==> src/common/sipo_pkg.sv <==
// Shared constants for the serial-in, parallel-out shift and storage register block.
// Assumes a single 100 MHz system clock with synchronous active-high reset.
package sipo_pkg;

    localparam int          STAGE_COUNT   = 8;
    localparam logic [7:0]  CLEAR_VALUE   = 8'h00;
    localparam int          SYNC_DEPTH    = 2;
    localparam logic [1:0]  EDGE_RISE     = 2'h1;
    localparam logic [1:0]  EDGE_FALL     = 2'h2;
    localparam logic [1:0]  EDGE_NONE     = 2'h0;

endpackage : sipo_pkg

==> src/rtl/pin_sync.sv <==
// Two-flop synchroniser for a level arriving from a pin.
// Assumes the pin is asynchronous to clk; only the second flop is read.
`timescale 1ns/1ps
module pin_sync
    import sipo_pkg::*;
#(
    parameter logic RESET_LEVEL = 1'b0
)
(
    input  wire logic clk,
    input  wire logic rst,
    input  wire logic pin_in,
    output logic      level_out
);

    typedef struct packed
    {
        logic meta;
        logic stable;
    } sync_s;

    sync_s state_reg;
    sync_s state_next;

    always_comb
    begin
        state_next        = state_reg;
        state_next.meta   = pin_in;
        state_next.stable = state_reg.meta;
    end

    always_ff @(posedge clk)
    begin
        if (rst)
        begin
            state_reg <= '{meta: RESET_LEVEL, stable: RESET_LEVEL};
        end
        else
        begin
            state_reg <= state_next;
        end
    end

    assign level_out = state_reg.stable;

endmodule : pin_sync

==> src/rtl/edge_detect.sv <==
// Classifies edges of an already synchronised level into rise and fall pulses.
// Assumes the input is on the clk domain.
`timescale 1ns/1ps
module edge_detect
    import sipo_pkg::*;
(
    input  wire logic       clk,
    input  wire logic       rst,
    input  wire logic       level_in,
    output logic [1:0]      edge_kind
);

    typedef struct packed
    {
        logic last;
    } edge_s;

    edge_s state_reg;
    edge_s state_next;

    always_comb
    begin
        state_next      = state_reg;
        state_next.last = level_in;
    end

    always_ff @(posedge clk)
    begin
        if (rst)
        begin
            state_reg <= '{last: 1'b0};
        end
        else
        begin
            state_reg <= state_next;
        end
    end

    always_comb
    begin
        if (level_in && !state_reg.last)
        begin
            edge_kind = EDGE_RISE;
        end
        else if (!level_in && state_reg.last)
        begin
            edge_kind = EDGE_FALL;
        end
        else
        begin
            edge_kind = EDGE_NONE;
        end
    end

endmodule : edge_detect

==> src/rtl/sipo_shift_storage_register.sv <==
// Serial-in, parallel-out shift register feeding a parallel storage register.
// Assumes all pins are asynchronous to clk and change slower than clk.
`timescale 1ns/1ps
module sipo_shift_storage_register
    import sipo_pkg::*;
#(
    parameter int WIDTH = STAGE_COUNT
)
(
    input  wire logic             clk,
    input  wire logic             rst,
    input  wire logic             shift_data_in,
    input  wire logic             shift_clock,
    input  wire logic             shift_clear_n,
    input  wire logic             storage_clock,
    input  wire logic             storage_clear_n,
    output logic [WIDTH-1:0]      parallel_out,
    output logic                  cascade_out
);

    logic             data_sync;
    logic             shift_clk_sync;
    logic             storage_clk_sync;
    logic             shift_clr_n_sync;
    logic             storage_clr_n_sync;
    logic [1:0]       shift_edge;
    logic [1:0]       storage_edge;

    // Each pin has its own synchroniser; the clears come in high (inactive).
    pin_sync #(.RESET_LEVEL(1'b0)) u_sync_data
    (
        .clk       (clk),
        .rst       (rst),
        .pin_in    (shift_data_in),
        .level_out (data_sync)
    );

    pin_sync #(.RESET_LEVEL(1'b0)) u_sync_shift_clk
    (
        .clk       (clk),
        .rst       (rst),
        .pin_in    (shift_clock),
        .level_out (shift_clk_sync)
    );

    pin_sync #(.RESET_LEVEL(1'b0)) u_sync_storage_clk
    (
        .clk       (clk),
        .rst       (rst),
        .pin_in    (storage_clock),
        .level_out (storage_clk_sync)
    );

    pin_sync #(.RESET_LEVEL(1'b1)) u_sync_shift_clr
    (
        .clk       (clk),
        .rst       (rst),
        .pin_in    (shift_clear_n),
        .level_out (shift_clr_n_sync)
    );

    pin_sync #(.RESET_LEVEL(1'b1)) u_sync_storage_clr
    (
        .clk       (clk),
        .rst       (rst),
        .pin_in    (storage_clear_n),
        .level_out (storage_clr_n_sync)
    );

    edge_detect u_shift_edge
    (
        .clk       (clk),
        .rst       (rst),
        .level_in  (shift_clk_sync),
        .edge_kind (shift_edge)
    );

    edge_detect u_storage_edge
    (
        .clk       (clk),
        .rst       (rst),
        .level_in  (storage_clk_sync),
        .edge_kind (storage_edge)
    );

    typedef struct packed
    {
        logic [WIDTH-1:0] shift_stages;
        logic [WIDTH-1:0] storage_bits;
        logic [WIDTH-1:0] parallel_q;
        logic             cascade_q;
    } sipo_s;

    sipo_s state_reg;
    sipo_s state_next;

    // Data is sampled in the same cycle as the edge, so it need only be present by the
    // same clk sample as the clock pin edge, since both pin synchronisers have equal delay.
    always_comb
    begin
        state_next = state_reg;
        if (!shift_clr_n_sync)
        begin
            state_next.shift_stages = CLEAR_VALUE[WIDTH-1:0];
        end
        else if (shift_edge == EDGE_RISE)
        begin
            state_next.shift_stages = {state_reg.shift_stages[WIDTH-2:0],
                                       data_sync};
        end
        if (!storage_clr_n_sync)
        begin
            state_next.storage_bits = CLEAR_VALUE[WIDTH-1:0];
        end
        else if (storage_edge == EDGE_RISE)
        begin
            // Takes the shift contents from before a simultaneous shift edge.
            state_next.storage_bits = state_reg.shift_stages;
        end
        state_next.parallel_q = state_next.storage_bits;
        state_next.cascade_q  = state_next.shift_stages[WIDTH-1];
    end

    always_ff @(posedge clk)
    begin
        if (rst)
        begin
            state_reg <= '0;
        end
        else
        begin
            state_reg <= state_next;
        end
    end

    assign parallel_out = state_reg.parallel_q;
    assign cascade_out  = state_reg.cascade_q;

endmodule : sipo_shift_storage_register

==> config.mk <==
export PLATFORM = sky130hd
export DESIGN_NAME = sipo_shift_storage_register
export DESIGN_NICKNAME = d
export VERILOG_FILES = /design/src/common/sipo_pkg.sv /design/src/rtl/pin_sync.sv /design/src/rtl/edge_detect.sv /design/src/rtl/sipo_shift_storage_register.sv
export SDC_FILE = /design/constraint.sdc
export NUM_CORES = 1
export LEC_CHECK = 0
export BUFFER_PORTS_ARGS = -buffer_cell sky130_fd_sc_hd__buf_2
export CAP_MARGIN = 10
export CORE_UTILIZATION = 61
export CTS_BUF_LIST = sky130_fd_sc_hd__clkbuf_4 sky130_fd_sc_hd__clkbuf_8
export CTS_CLUSTER_SIZE = 20
export DETAILED_ROUTE_END_ITERATION = 8
export PLACE_DENSITY_LB_ADDON = 0.2
export RECOVER_POWER = 50
export SETUP_SLACK_MARGIN = 0.2
export SLEW_MARGIN = 20
export SYNTH_ARGS = -nofsm -noshare
export SYNTH_HDL_FRONTEND = slang
export SYNTH_HIERARCHICAL = 1
export SYNTH_SLANG_ARGS = --single-unit
export TNS_END_PERCENT = 50
==> constraint.sdc <==
create_clock -name clk -period 1.6 [get_ports clk]
set_clock_uncertainty 0.1 [all_clocks]
set_input_delay 0.32 -clock clk [delete_from_list [all_inputs] [get_ports clk]]
set_output_delay 0.32 -clock clk [all_outputs]
set_load 0.02 [all_outputs]
# Word-level counts from Yosys, hierarchy flattened
# Cells that the tools add are included.
classes:
  n_eq_ne: 2
  muxes: 5
  bitwise_logic: 2
  reduce_logical: 10
op_table:
  columns: ["op", "count"]
  rows:
  - ["two-way mux 2 bit", 4]
  - ["two-way mux 8 bit", 1]
  - ["== test 2 x 1 -> 1 bit (second input constant)", 2]
  - ["logical AND 1 bit", 4]
  - ["logical NOT 1 bit", 4]
  - ["OR reduction 2 bit", 2]
  - ["NOT 1 bit", 2]
totals:
  reg_bits: 28
  input_bits: 7
  elab_cells: 34

# Depth between registers and ports, before layout
# Gate-level depths: netlist (run 1).
depth:
  ltp_word: 6
  ltp_mapped: 5

# Hierarchy
# Netlist (run 1), hierarchy kept.
by_module_without_submodules:
  columns: ["module", "n_inst", "cells_per_inst", "area_each_um2", "seq_area_each_um2"]
  rows:
  - ["sipo_shift_storage_register", 1, 74, 655.6, 320.3]
  - ["pin_sync", 5, 4, 52.6, 40.0]
  - ["edge_detect", 2, 4, 38.8, 20.0]

# Least setup slack after synthesis (run 1)
# OpenSTA, ideal clock, no wires.
synth_timing:
  path_type: "register to register"
  startpoint: "register u_shift_edge.state_reg"
  endpoint: "register state_reg[17] (netlist name)"
  setup_time_ns: 0.128
  t_arrival_ns: 0.878
  t_required_ns: 1.372
  setup_slack_ns: 0.493
  stages_incl_launch_ff: 6
  synth_period_minus_slack_ns: 1.107
  cell_sequence: "dfxtp_1 nor2b_1 and2b_2 buf_4 nand2_1 a21oi_1"
synth_via:
  elab_chain_cells: 4
  elab_cells_between_ends: 6
  classes_between: "eq/ne (1); mux (2); reduce/logical (3)"
synth_rtl:
  columns: ["item", "line_no", "text"]
  rows:
  - ["start, declared", "edge_detect.sv:18", "edge_s state_reg;"]
  - ["start signal, assigned", "edge_detect.sv:31", "state_reg <= '{last: 1'b0};"]
  - ["start signal, assigned", "edge_detect.sv:35", "state_reg <= state_next;"]
  - ["logical AND 1 bit or logical NOT 1 bit (tied branches)", "edge_detect.sv:45, edge_detect.sv:41", null]
  - ["two-way mux 2 bit or logical AND 1 bit (tied branches)", "edge_detect.sv:45, edge_detect.sv:41", null]
  - ["two-way mux 2 bit *", "edge_detect.sv:41", "if (level_in && !state_reg.last)"]
  - ["named net shift_edge[1]", "sipo_shift_storage_register.sv:26", "logic [1:0] shift_edge;"]
  - ["== test 2 x 1 -> 1 bit *", "sipo_shift_storage_register.sv:106", "else if (shift_edge == EDGE_RISE)"]
  - ["end signal, assigned", "sipo_shift_storage_register.sv:132", "state_reg <= state_next;"]
  - ["end, declared", "sipo_shift_storage_register.sv:94", "sipo_s state_reg;"]
# Mark *: on every way through the listed nets, which the timed path passes. The rest lies on a longest branch.
# A chain may end at the register's enable or synchronous reset.

# Final worst setup path (run 1)
layout_timing:
  startpoint: "register state_reg, in the netlist parallel_out[0]"
  endpoint: "output port parallel_out[0]"
layout_lines:
  columns: ["item", "line_no", "text"]
  rows:
  - ["end, declared", "sipo_shift_storage_register.sv:17", "output logic [WIDTH-1:0] parallel_out,"]
# No word-level cell between the ends.

==> impl_metrics.yaml, run 1 <==
setup_path:
  worst-path-buf-inv: 1
  critPathMaxStageDelay_ps: 350
  cp.arrival_ps: 890
  reg2reg_slack_ps: 400
  cp-end-kind: "output port"
  critPathLaunchType: "flop"
  path_class: "flop to output port"
  rr_worst_depth: 4
  reg2reg_from: "u_storage_edge/state_reg$_SDFF_PP0_"
  cp_max_fo: 2
  r2r-end: "parallel_out[7]$_SDFFE_PP0N_"
  crit_slowest_cell: "dfxtp_1"
  crit_chain: "clkbuf_1"
  crit_family: "flip-flops"
  crit_required_ps: 1180
synthesis:
  synth_area_um2: 996
  synth_top_family_by_area: "simple AND/OR/NAND/NOR gates"
  synth_nets: 109
  synth_cells: 102
  synth_area_leaders: "dfxtp_1 56%, mux2i_1 8.0%, nor2b_1 7.5%, buf_4 6.8%, nand2_1 6.0%"
  synth.distinct_cells: 13
  synth_top_area_cell: "dfxtp_1"
  synth_top_cell_area_share: 0.563
  synth-xor-area-share: 0
  synth-compound-area-share: 0.0402
  synth.avg_cell_area_um2: 9.76
  synthMuxAreaShare: 0.0804
  ys_warn_count: 6
  synth_fa_ha_area_frac: 0
  synthMostInstantiatedCell: "dfxtp_1"
  ys.flop_type: "dfxtp_1"
  synth-edff-count: 0
  ys_seq_area_frac: 0.563
  yosys_register_bits: 28
  synth-simple-area-share: 0.225
  synth_commonest_cells: "28 x dfxtp_1, 16 x nand2_1, 12 x nor2b_1"
  synthArstFlopShare: 0
layout:
  fin_util: 0.668
  area.growth.synth_to_final_pct: 2.26
  instances_no_fill: 123
  n_antenna_cell: 0
  nets: 116
  drive_gt1_frac: 0.140
timing:
  tns_ps: 0
  post-route-period-util: 0.820
  fmax_ghz: 0.762
  worst_pin_slew_ps: 453
  hold_violations: 0
  setup_slack_ps: 288
  rsz0062_at_grt: "no"
  period_minus_slack_ps: 1310
  relSlewSlack: 0.698
  finalSetupViolations: 0
  slew_violations: 0
floorplan:
  die_w_um: 42.4
  die_area_um2: 1800
  pin_count: 16
  die_y_um: 42.4
  start_util: 0.654
  num_rows: 14
  coreArea_um2: 1520
clock_network:
  tritoncts_num_sinks: 28
  insertion_delay_ps: 310
  cts_buffers: 3
  clkTransAtPathRegs_ps: 130
  cts_setup_buffers: 0
  clk_path_buf_depth: 2
  cts_resized: 0
  holdBufCountCts: 0
  cts_root_buffer: "clkbuf_4"
  cts_tree: "yes"
  htree_levels: 1
pwr:
  p_switching_mw: 0.206
  leakage_nw: 0.445
  p_int_mw: 0.817
  p_comb_frac: 0.042
  seqPwrFrac: 0.698
  power_frac_clock: 0.260
  switching_share: 0.201
  ir_worst_vdd_uv: 574
  power_mw: 1.02
  p_per_area_nw_per_um2: 1000
hold_path:
  hold_path.startpoint: "storage_clear_n"
  hp-class: "input pin to flop"
  min_to: "u_sync_storage_clr/state_next[0]$_SDFF_PP1_"
  hold_depth: 2
route:
  vias_per_cell: 5.01
  ant_nets: 0
  dr_total_vias: 616
  wl_per_cell_um: 10.2
  drt_pass1_iterations: 4
  drt_wl_total_um: 1260
  drcViolationCount: 0
  drt_iter0_markers: 4
placed_design:
  place_ws_ps: 225
  place.gp.congestion: 0.691
  dp_cells: 120
  dp_hpwl_um: 892
  io_buffers: 15
global_routing:
  use_met1: 0.204
  grt_max_degree: 15
  met3_usage: 0.0259
  grt_pass1_vias: 507
  grtUsageTotal: 0.161
  overflow: 0
  antenna_found_initial: 0
  grt-busiest-layer: "met2"
  met2_usage: 0.249
  grt_pass1_wl_um: 2170
status:
  status: "finished, final reports clean"
job:
  drv_cap: 0
worst max-delay path by stage:
stage                                              startpoint                            to  slack, ps  cells after the start
after floorplan             u_shift_edge/state_reg$_SDFF_PP0_    state_reg[17]$_SDFFE_PP0N_        490                      5
after global placement    u_storage_edge/state_reg$_SDFF_PP0_  parallel_out[4]$_SDFFE_PP0N_        290                      4
after detailed placement  u_storage_edge/state_reg$_SDFF_PP0_  parallel_out[4]$_SDFFE_PP0N_        230                      4
after CTS                 u_storage_edge/state_reg$_SDFF_PP0_  parallel_out[4]$_SDFFE_PP0N_        200                      4
after global routing             parallel_out[0]$_SDFFE_PP0N_               parallel_out[0]        240                      1
final                            parallel_out[0]$_SDFFE_PP0N_               parallel_out[0]        290                      1
cells in the final DEF (no fill, tap or decap), drive strengths merged:
cell and n:
or2 4, mux2i 8, a21oi 8, nor2b 12
dfxtp 28, nand2b 4, and2b 1, clkbuf 8
nand2 16, nor2 8, buf 10
final cells by class:
type	count	area, µm²
Multi-Input combinational cell	61	347
Fill cell	140	505
Timing Repair Buffer	15	68.8
Sequential cell	28	561
Tap cell	16	20.0
Clock buffer	3	22.5
cells by family (layout without fill, tap and decap cells):
kind of cell           Yosys count  count (layout)
buffers and inverters           13              18
multiplexers                     8               8
AND/OR/NAND/NOR                 45              45
AO/OA/AOI/OAI                    8               8
flip-flops                      28              28
metrics by stage:
stage | instance area (µm²) | hold WS [ps]
final | 1020 | 78.0
after global routing | 1020 | 57.5
after CTS | 1020 | 68.3
after detailed placement | 1000 | 304
after global placement | 1000 | 287
after floorplan | 996 | 283
power by group through the flow:
stage	clock network, mW	logic (mW)	registers, mW
floorplan	0	0.0342	0.729
global placement	0	0.0421	0.729
detailed placement	0	0.0441	0.730
CTS	0.277	0.0443	0.715
global route	0.303	0.0482	0.716
finish	0.266	0.0431	0.714
per-layer routing:
metal	vias to the layer above	part of all wire
met5	-	0
li1	324	-
met4	0	0.012
met3	2	0.036
met1	273	0.46
met2	17	0.50
Note: power is estimated with default switching activity, not from simulation.
==> run 2, diff against run 1 <==
--- a/config.mk
+++ b/config.mk
@@ -5,9 +5,10 @@
 export SDC_FILE = /design/constraint.sdc
 export NUM_CORES = 1
 export LEC_CHECK = 0
+export ABC_AREA = 1
 export BUFFER_PORTS_ARGS = -buffer_cell sky130_fd_sc_hd__buf_2
 export CAP_MARGIN = 10
-export CORE_UTILIZATION = 61
+export CORE_UTILIZATION = 57
 export CTS_BUF_LIST = sky130_fd_sc_hd__clkbuf_4 sky130_fd_sc_hd__clkbuf_8
 export CTS_CLUSTER_SIZE = 20
 export DETAILED_ROUTE_END_ITERATION = 8
==> constraint.sdc (replaced) <==
create_clock -name clk -period 1.3 [get_ports clk]
set_clock_uncertainty 0.1 [all_clocks]
set_input_delay 0.26 -clock clk [delete_from_list [all_inputs] [get_ports clk]]
set_output_delay 0.26 -clock clk [all_outputs]
set_load 0.02 [all_outputs]
==> impl_metrics.yaml, run 2 <==
setup_path:
  cp-end-kind: "output port"
  crit_family: "flip-flops"
  crit_slowest_cell: "dfxtp_2"
  crit_required_ps: 940
  crit_chain: "buf_6"
  reg2reg_from: "u_sync_storage_clk/level_out$_SDFF_PP0_"
  reg2reg_slack_ps: 140
  critPathLaunchType: "flop"
  path_class: "flop to output port"
  critPathMaxStageDelay_ps: 370
  cp_num_cells: 1
  rr_worst_depth: 6
  cp_max_fo: 2
  cp.arrival_ps: 810
  r2r-end: "parallel_out[7]$_SDFFE_PP0N_"
  worst-path-buf-inv: 1
synthesis:
  synthArstFlopShare: 0
  synth_top_family_by_area: "simple AND/OR/NAND/NOR gates"
  synth_nets: 160
  ys_warn_count: 6
  synth_area_leaders: "dfxtp_1 50%, nor2_1 15%, inv_1 9.8%, nand3_1 7.2%, nand2_1 6.7%"
  synth_top_area_cell: "dfxtp_1"
  ys_seq_area_frac: 0.503
  synth-simple-area-share: 0.319
  synth_area_um2: 1110
  synth_commonest_cells: "44 x nor2_1, 29 x inv_1, 28 x dfxtp_1"
  synth_top_cell_area_share: 0.503
  synth_cells: 153
  synth-edff-count: 0
  ys.flop_type: "dfxtp_1"
  synth-compound-area-share: 0
  synthMostInstantiatedCell: "nor2_1"
  synth_fa_ha_area_frac: 0
  synth.distinct_cells: 10
  synth.avg_cell_area_um2: 7.29
  synthMuxAreaShare: 0
  synth-xor-area-share: 0
  yosys_register_bits: 28
clock_network:
  clk_path_buf_depth: 2
  htree_levels: 1
  tritoncts_num_sinks: 28
  cts_buffers: 3
  clkTransAtPathRegs_ps: 140
  cts_root_buffer: "clkbuf_4"
  insertion_delay_ps: 320
  cts_tree: "yes"
floorplan:
  die_area_um2: 2140
  die_y_um: 46.2
  coreArea_um2: 1780
  num_rows: 15
  start_util: 0.625
  die_w_um: 46.2
  pin_count: 16
layout:
  final_cell_mix: "37 x nor2_1, 26 x inv_1, 20 x nand2_1"
  fill_cells: 131
  instances_no_fill: 195
  drive_gt1_frac: 0.300
  fin_util: 0.754
  area.growth.synth_to_final_pct: 20.5
  nets: 178
  mostFrequentLayoutCell: "nor2_1"
  n_antenna_cell: 0
  final_cell_area_um2: 1340
pwr:
  power_mw: 1.52
  switching_share: 0.240
  power_frac_clock: 0.271
  p_switching_mw: 0.365
  p_per_area_nw_per_um2: 1130
  seqPwrFrac: 0.604
  p_comb_frac: 0.125
  p_int_mw: 1.16
  ir_worst_vdd_uv: 963
  leakage_nw: 0.626
route:
  ant_nets: 0
  drt_iter0_markers: 11
  wl_per_cell_um: 9.30
  dr_total_vias: 878
  drcViolationCount: 0
  drt_wl_total_um: 1810
  drt_pass1_iterations: 4
  vias_per_cell: 4.50
hold_path:
  hp-class: "input pin to flop"
  hold_path.startpoint: "shift_clock"
  min_to: "u_sync_shift_clk/state_next[0]$_SDFF_PP0_"
  hold_depth: 3
placed_design:
  io_buffers: 15
  dp_cells: 187
  dp_hpwl_um: 1230
  place_ws_ps: 105
  placed_cell_area_um2: 1170
  place.gp.congestion: 0.812
global_routing:
  grt_pass1_wl_um: 2680
  overflow: 0
  grt_max_degree: 16
  met3_usage: 0.0353
  grt_pass1_vias: 651
  grt-busiest-layer: "met2"
  met2_usage: 0.324
  use_met1: 0.197
  grtUsageTotal: 0.188
  antenna_found_initial: 0
timing:
  finalSetupViolations: 0
  tns_ps: 0
  worst_pin_slew_ps: 495
  post-route-period-util: 0.899
  setup_slack_ps: 131
  relSlewSlack: 0.670
  whs_ps: 18.6
  fmax_ghz: 0.856
  rsz0062_at_grt: "yes"
  hold_violations: 0
  period_minus_slack_ps: 1170
  slew_violations: 0
job:
  drv_cap: 0
status:
  status: "finished, final reports clean"
==> run 2: changes by cell type after synthesis, moves of 4 or more <==
| cell | before | now |
|---|---|---|
| nor2b_1 | 12 | 0 |
| nand2_1 | 16 | 20 |
| mux2i_1 | 8 | 0 |
| nor2_1 | 8 | 44 |
| a21oi_1 | 8 | 0 |
| nand3_1 | 0 | 16 |
| nand2b_1 | 4 | 0 |
| or2_1 | 4 | 0 |
| inv_1 | 0 | 29 |
==> run 2: layer usage <==
layer / share of wire / vias to the layer above / wire length, µm
met5: 0 / - / 0
met4: 0.012 / 0 / 21
met3: 0.025 / 2 / 45
met2: 0.54 / 18 / 983
met1: 0.42 / 389 / 764
li1: - / 469 / -
==> run 2: power by group through the flow <==
| stage | clock [mW] | combinational, mW | sequential [mW] |
|---|---|---|---|
| finish | 0.412 | 0.190 | 0.918 |
| CTS | 0.422 | 0.187 | 0.917 |
| global route | 0.459 | 0.213 | 0.923 |
| global placement | 0 | 0.154 | 0.928 |
| detailed placement | 0 | 0.159 | 0.930 |
| floorplan | 0 | 0.130 | 0.929 |
==> run 2: logic make-up (layout without fill, tap and decap cells) <==
family                 Yosys count  in the layout
buffers and inverters           41             58
DFF                             28             28
and+or+nand+nor                 84             84
==> run 2: layout make-up <==
type | count | area [µm²] | share of cell area
inverter | 31 | 119 | 0.0885
tap | 25 | 31.3 | 0.0233
timing repair buffer | 23 | 195 | 0.145
sequential | 28 | 574 | 0.427
multi-input combinational | 84 | 388 | 0.289
clock buffer | 4 | 36.3 | 0.0270
==> run 2: how the worst max path moves through the flow <==
stage,slack [ps],endpoint,startpoint
3_5_place_dp,100,state_reg[19]$_SDFFE_PP0N_,u_shift_edge/state_reg$_SDFF_PP0_
3_3_place_gp,190,state_reg[18]$_SDFFE_PP0N_,u_shift_edge/state_reg$_SDFF_PP0_
2_1_floorplan,240,state_reg[24]$_SDFFE_PP0N_,u_sync_shift_clk/level_out$_SDFF_PP0_
4_1_cts,130,parallel_out[7],parallel_out[7]$_SDFFE_PP0N_
5_1_grt,30,parallel_out[7]$_SDFFE_PP0N_,u_sync_storage_clk/level_out$_SDFF_PP0_
6_report,130,parallel_out[7],parallel_out[7]$_SDFFE_PP0N_
==> run 2: what timing repair did <==
item / CTS / global route
resized for setup: 35 / 10
setup endpoints to repair: 20 / 25
pin swaps: 5 / 9
hold buffers: 2 / 0
setup buffers: 2 / 0
endpoints found under the hold margin: 2 / 0
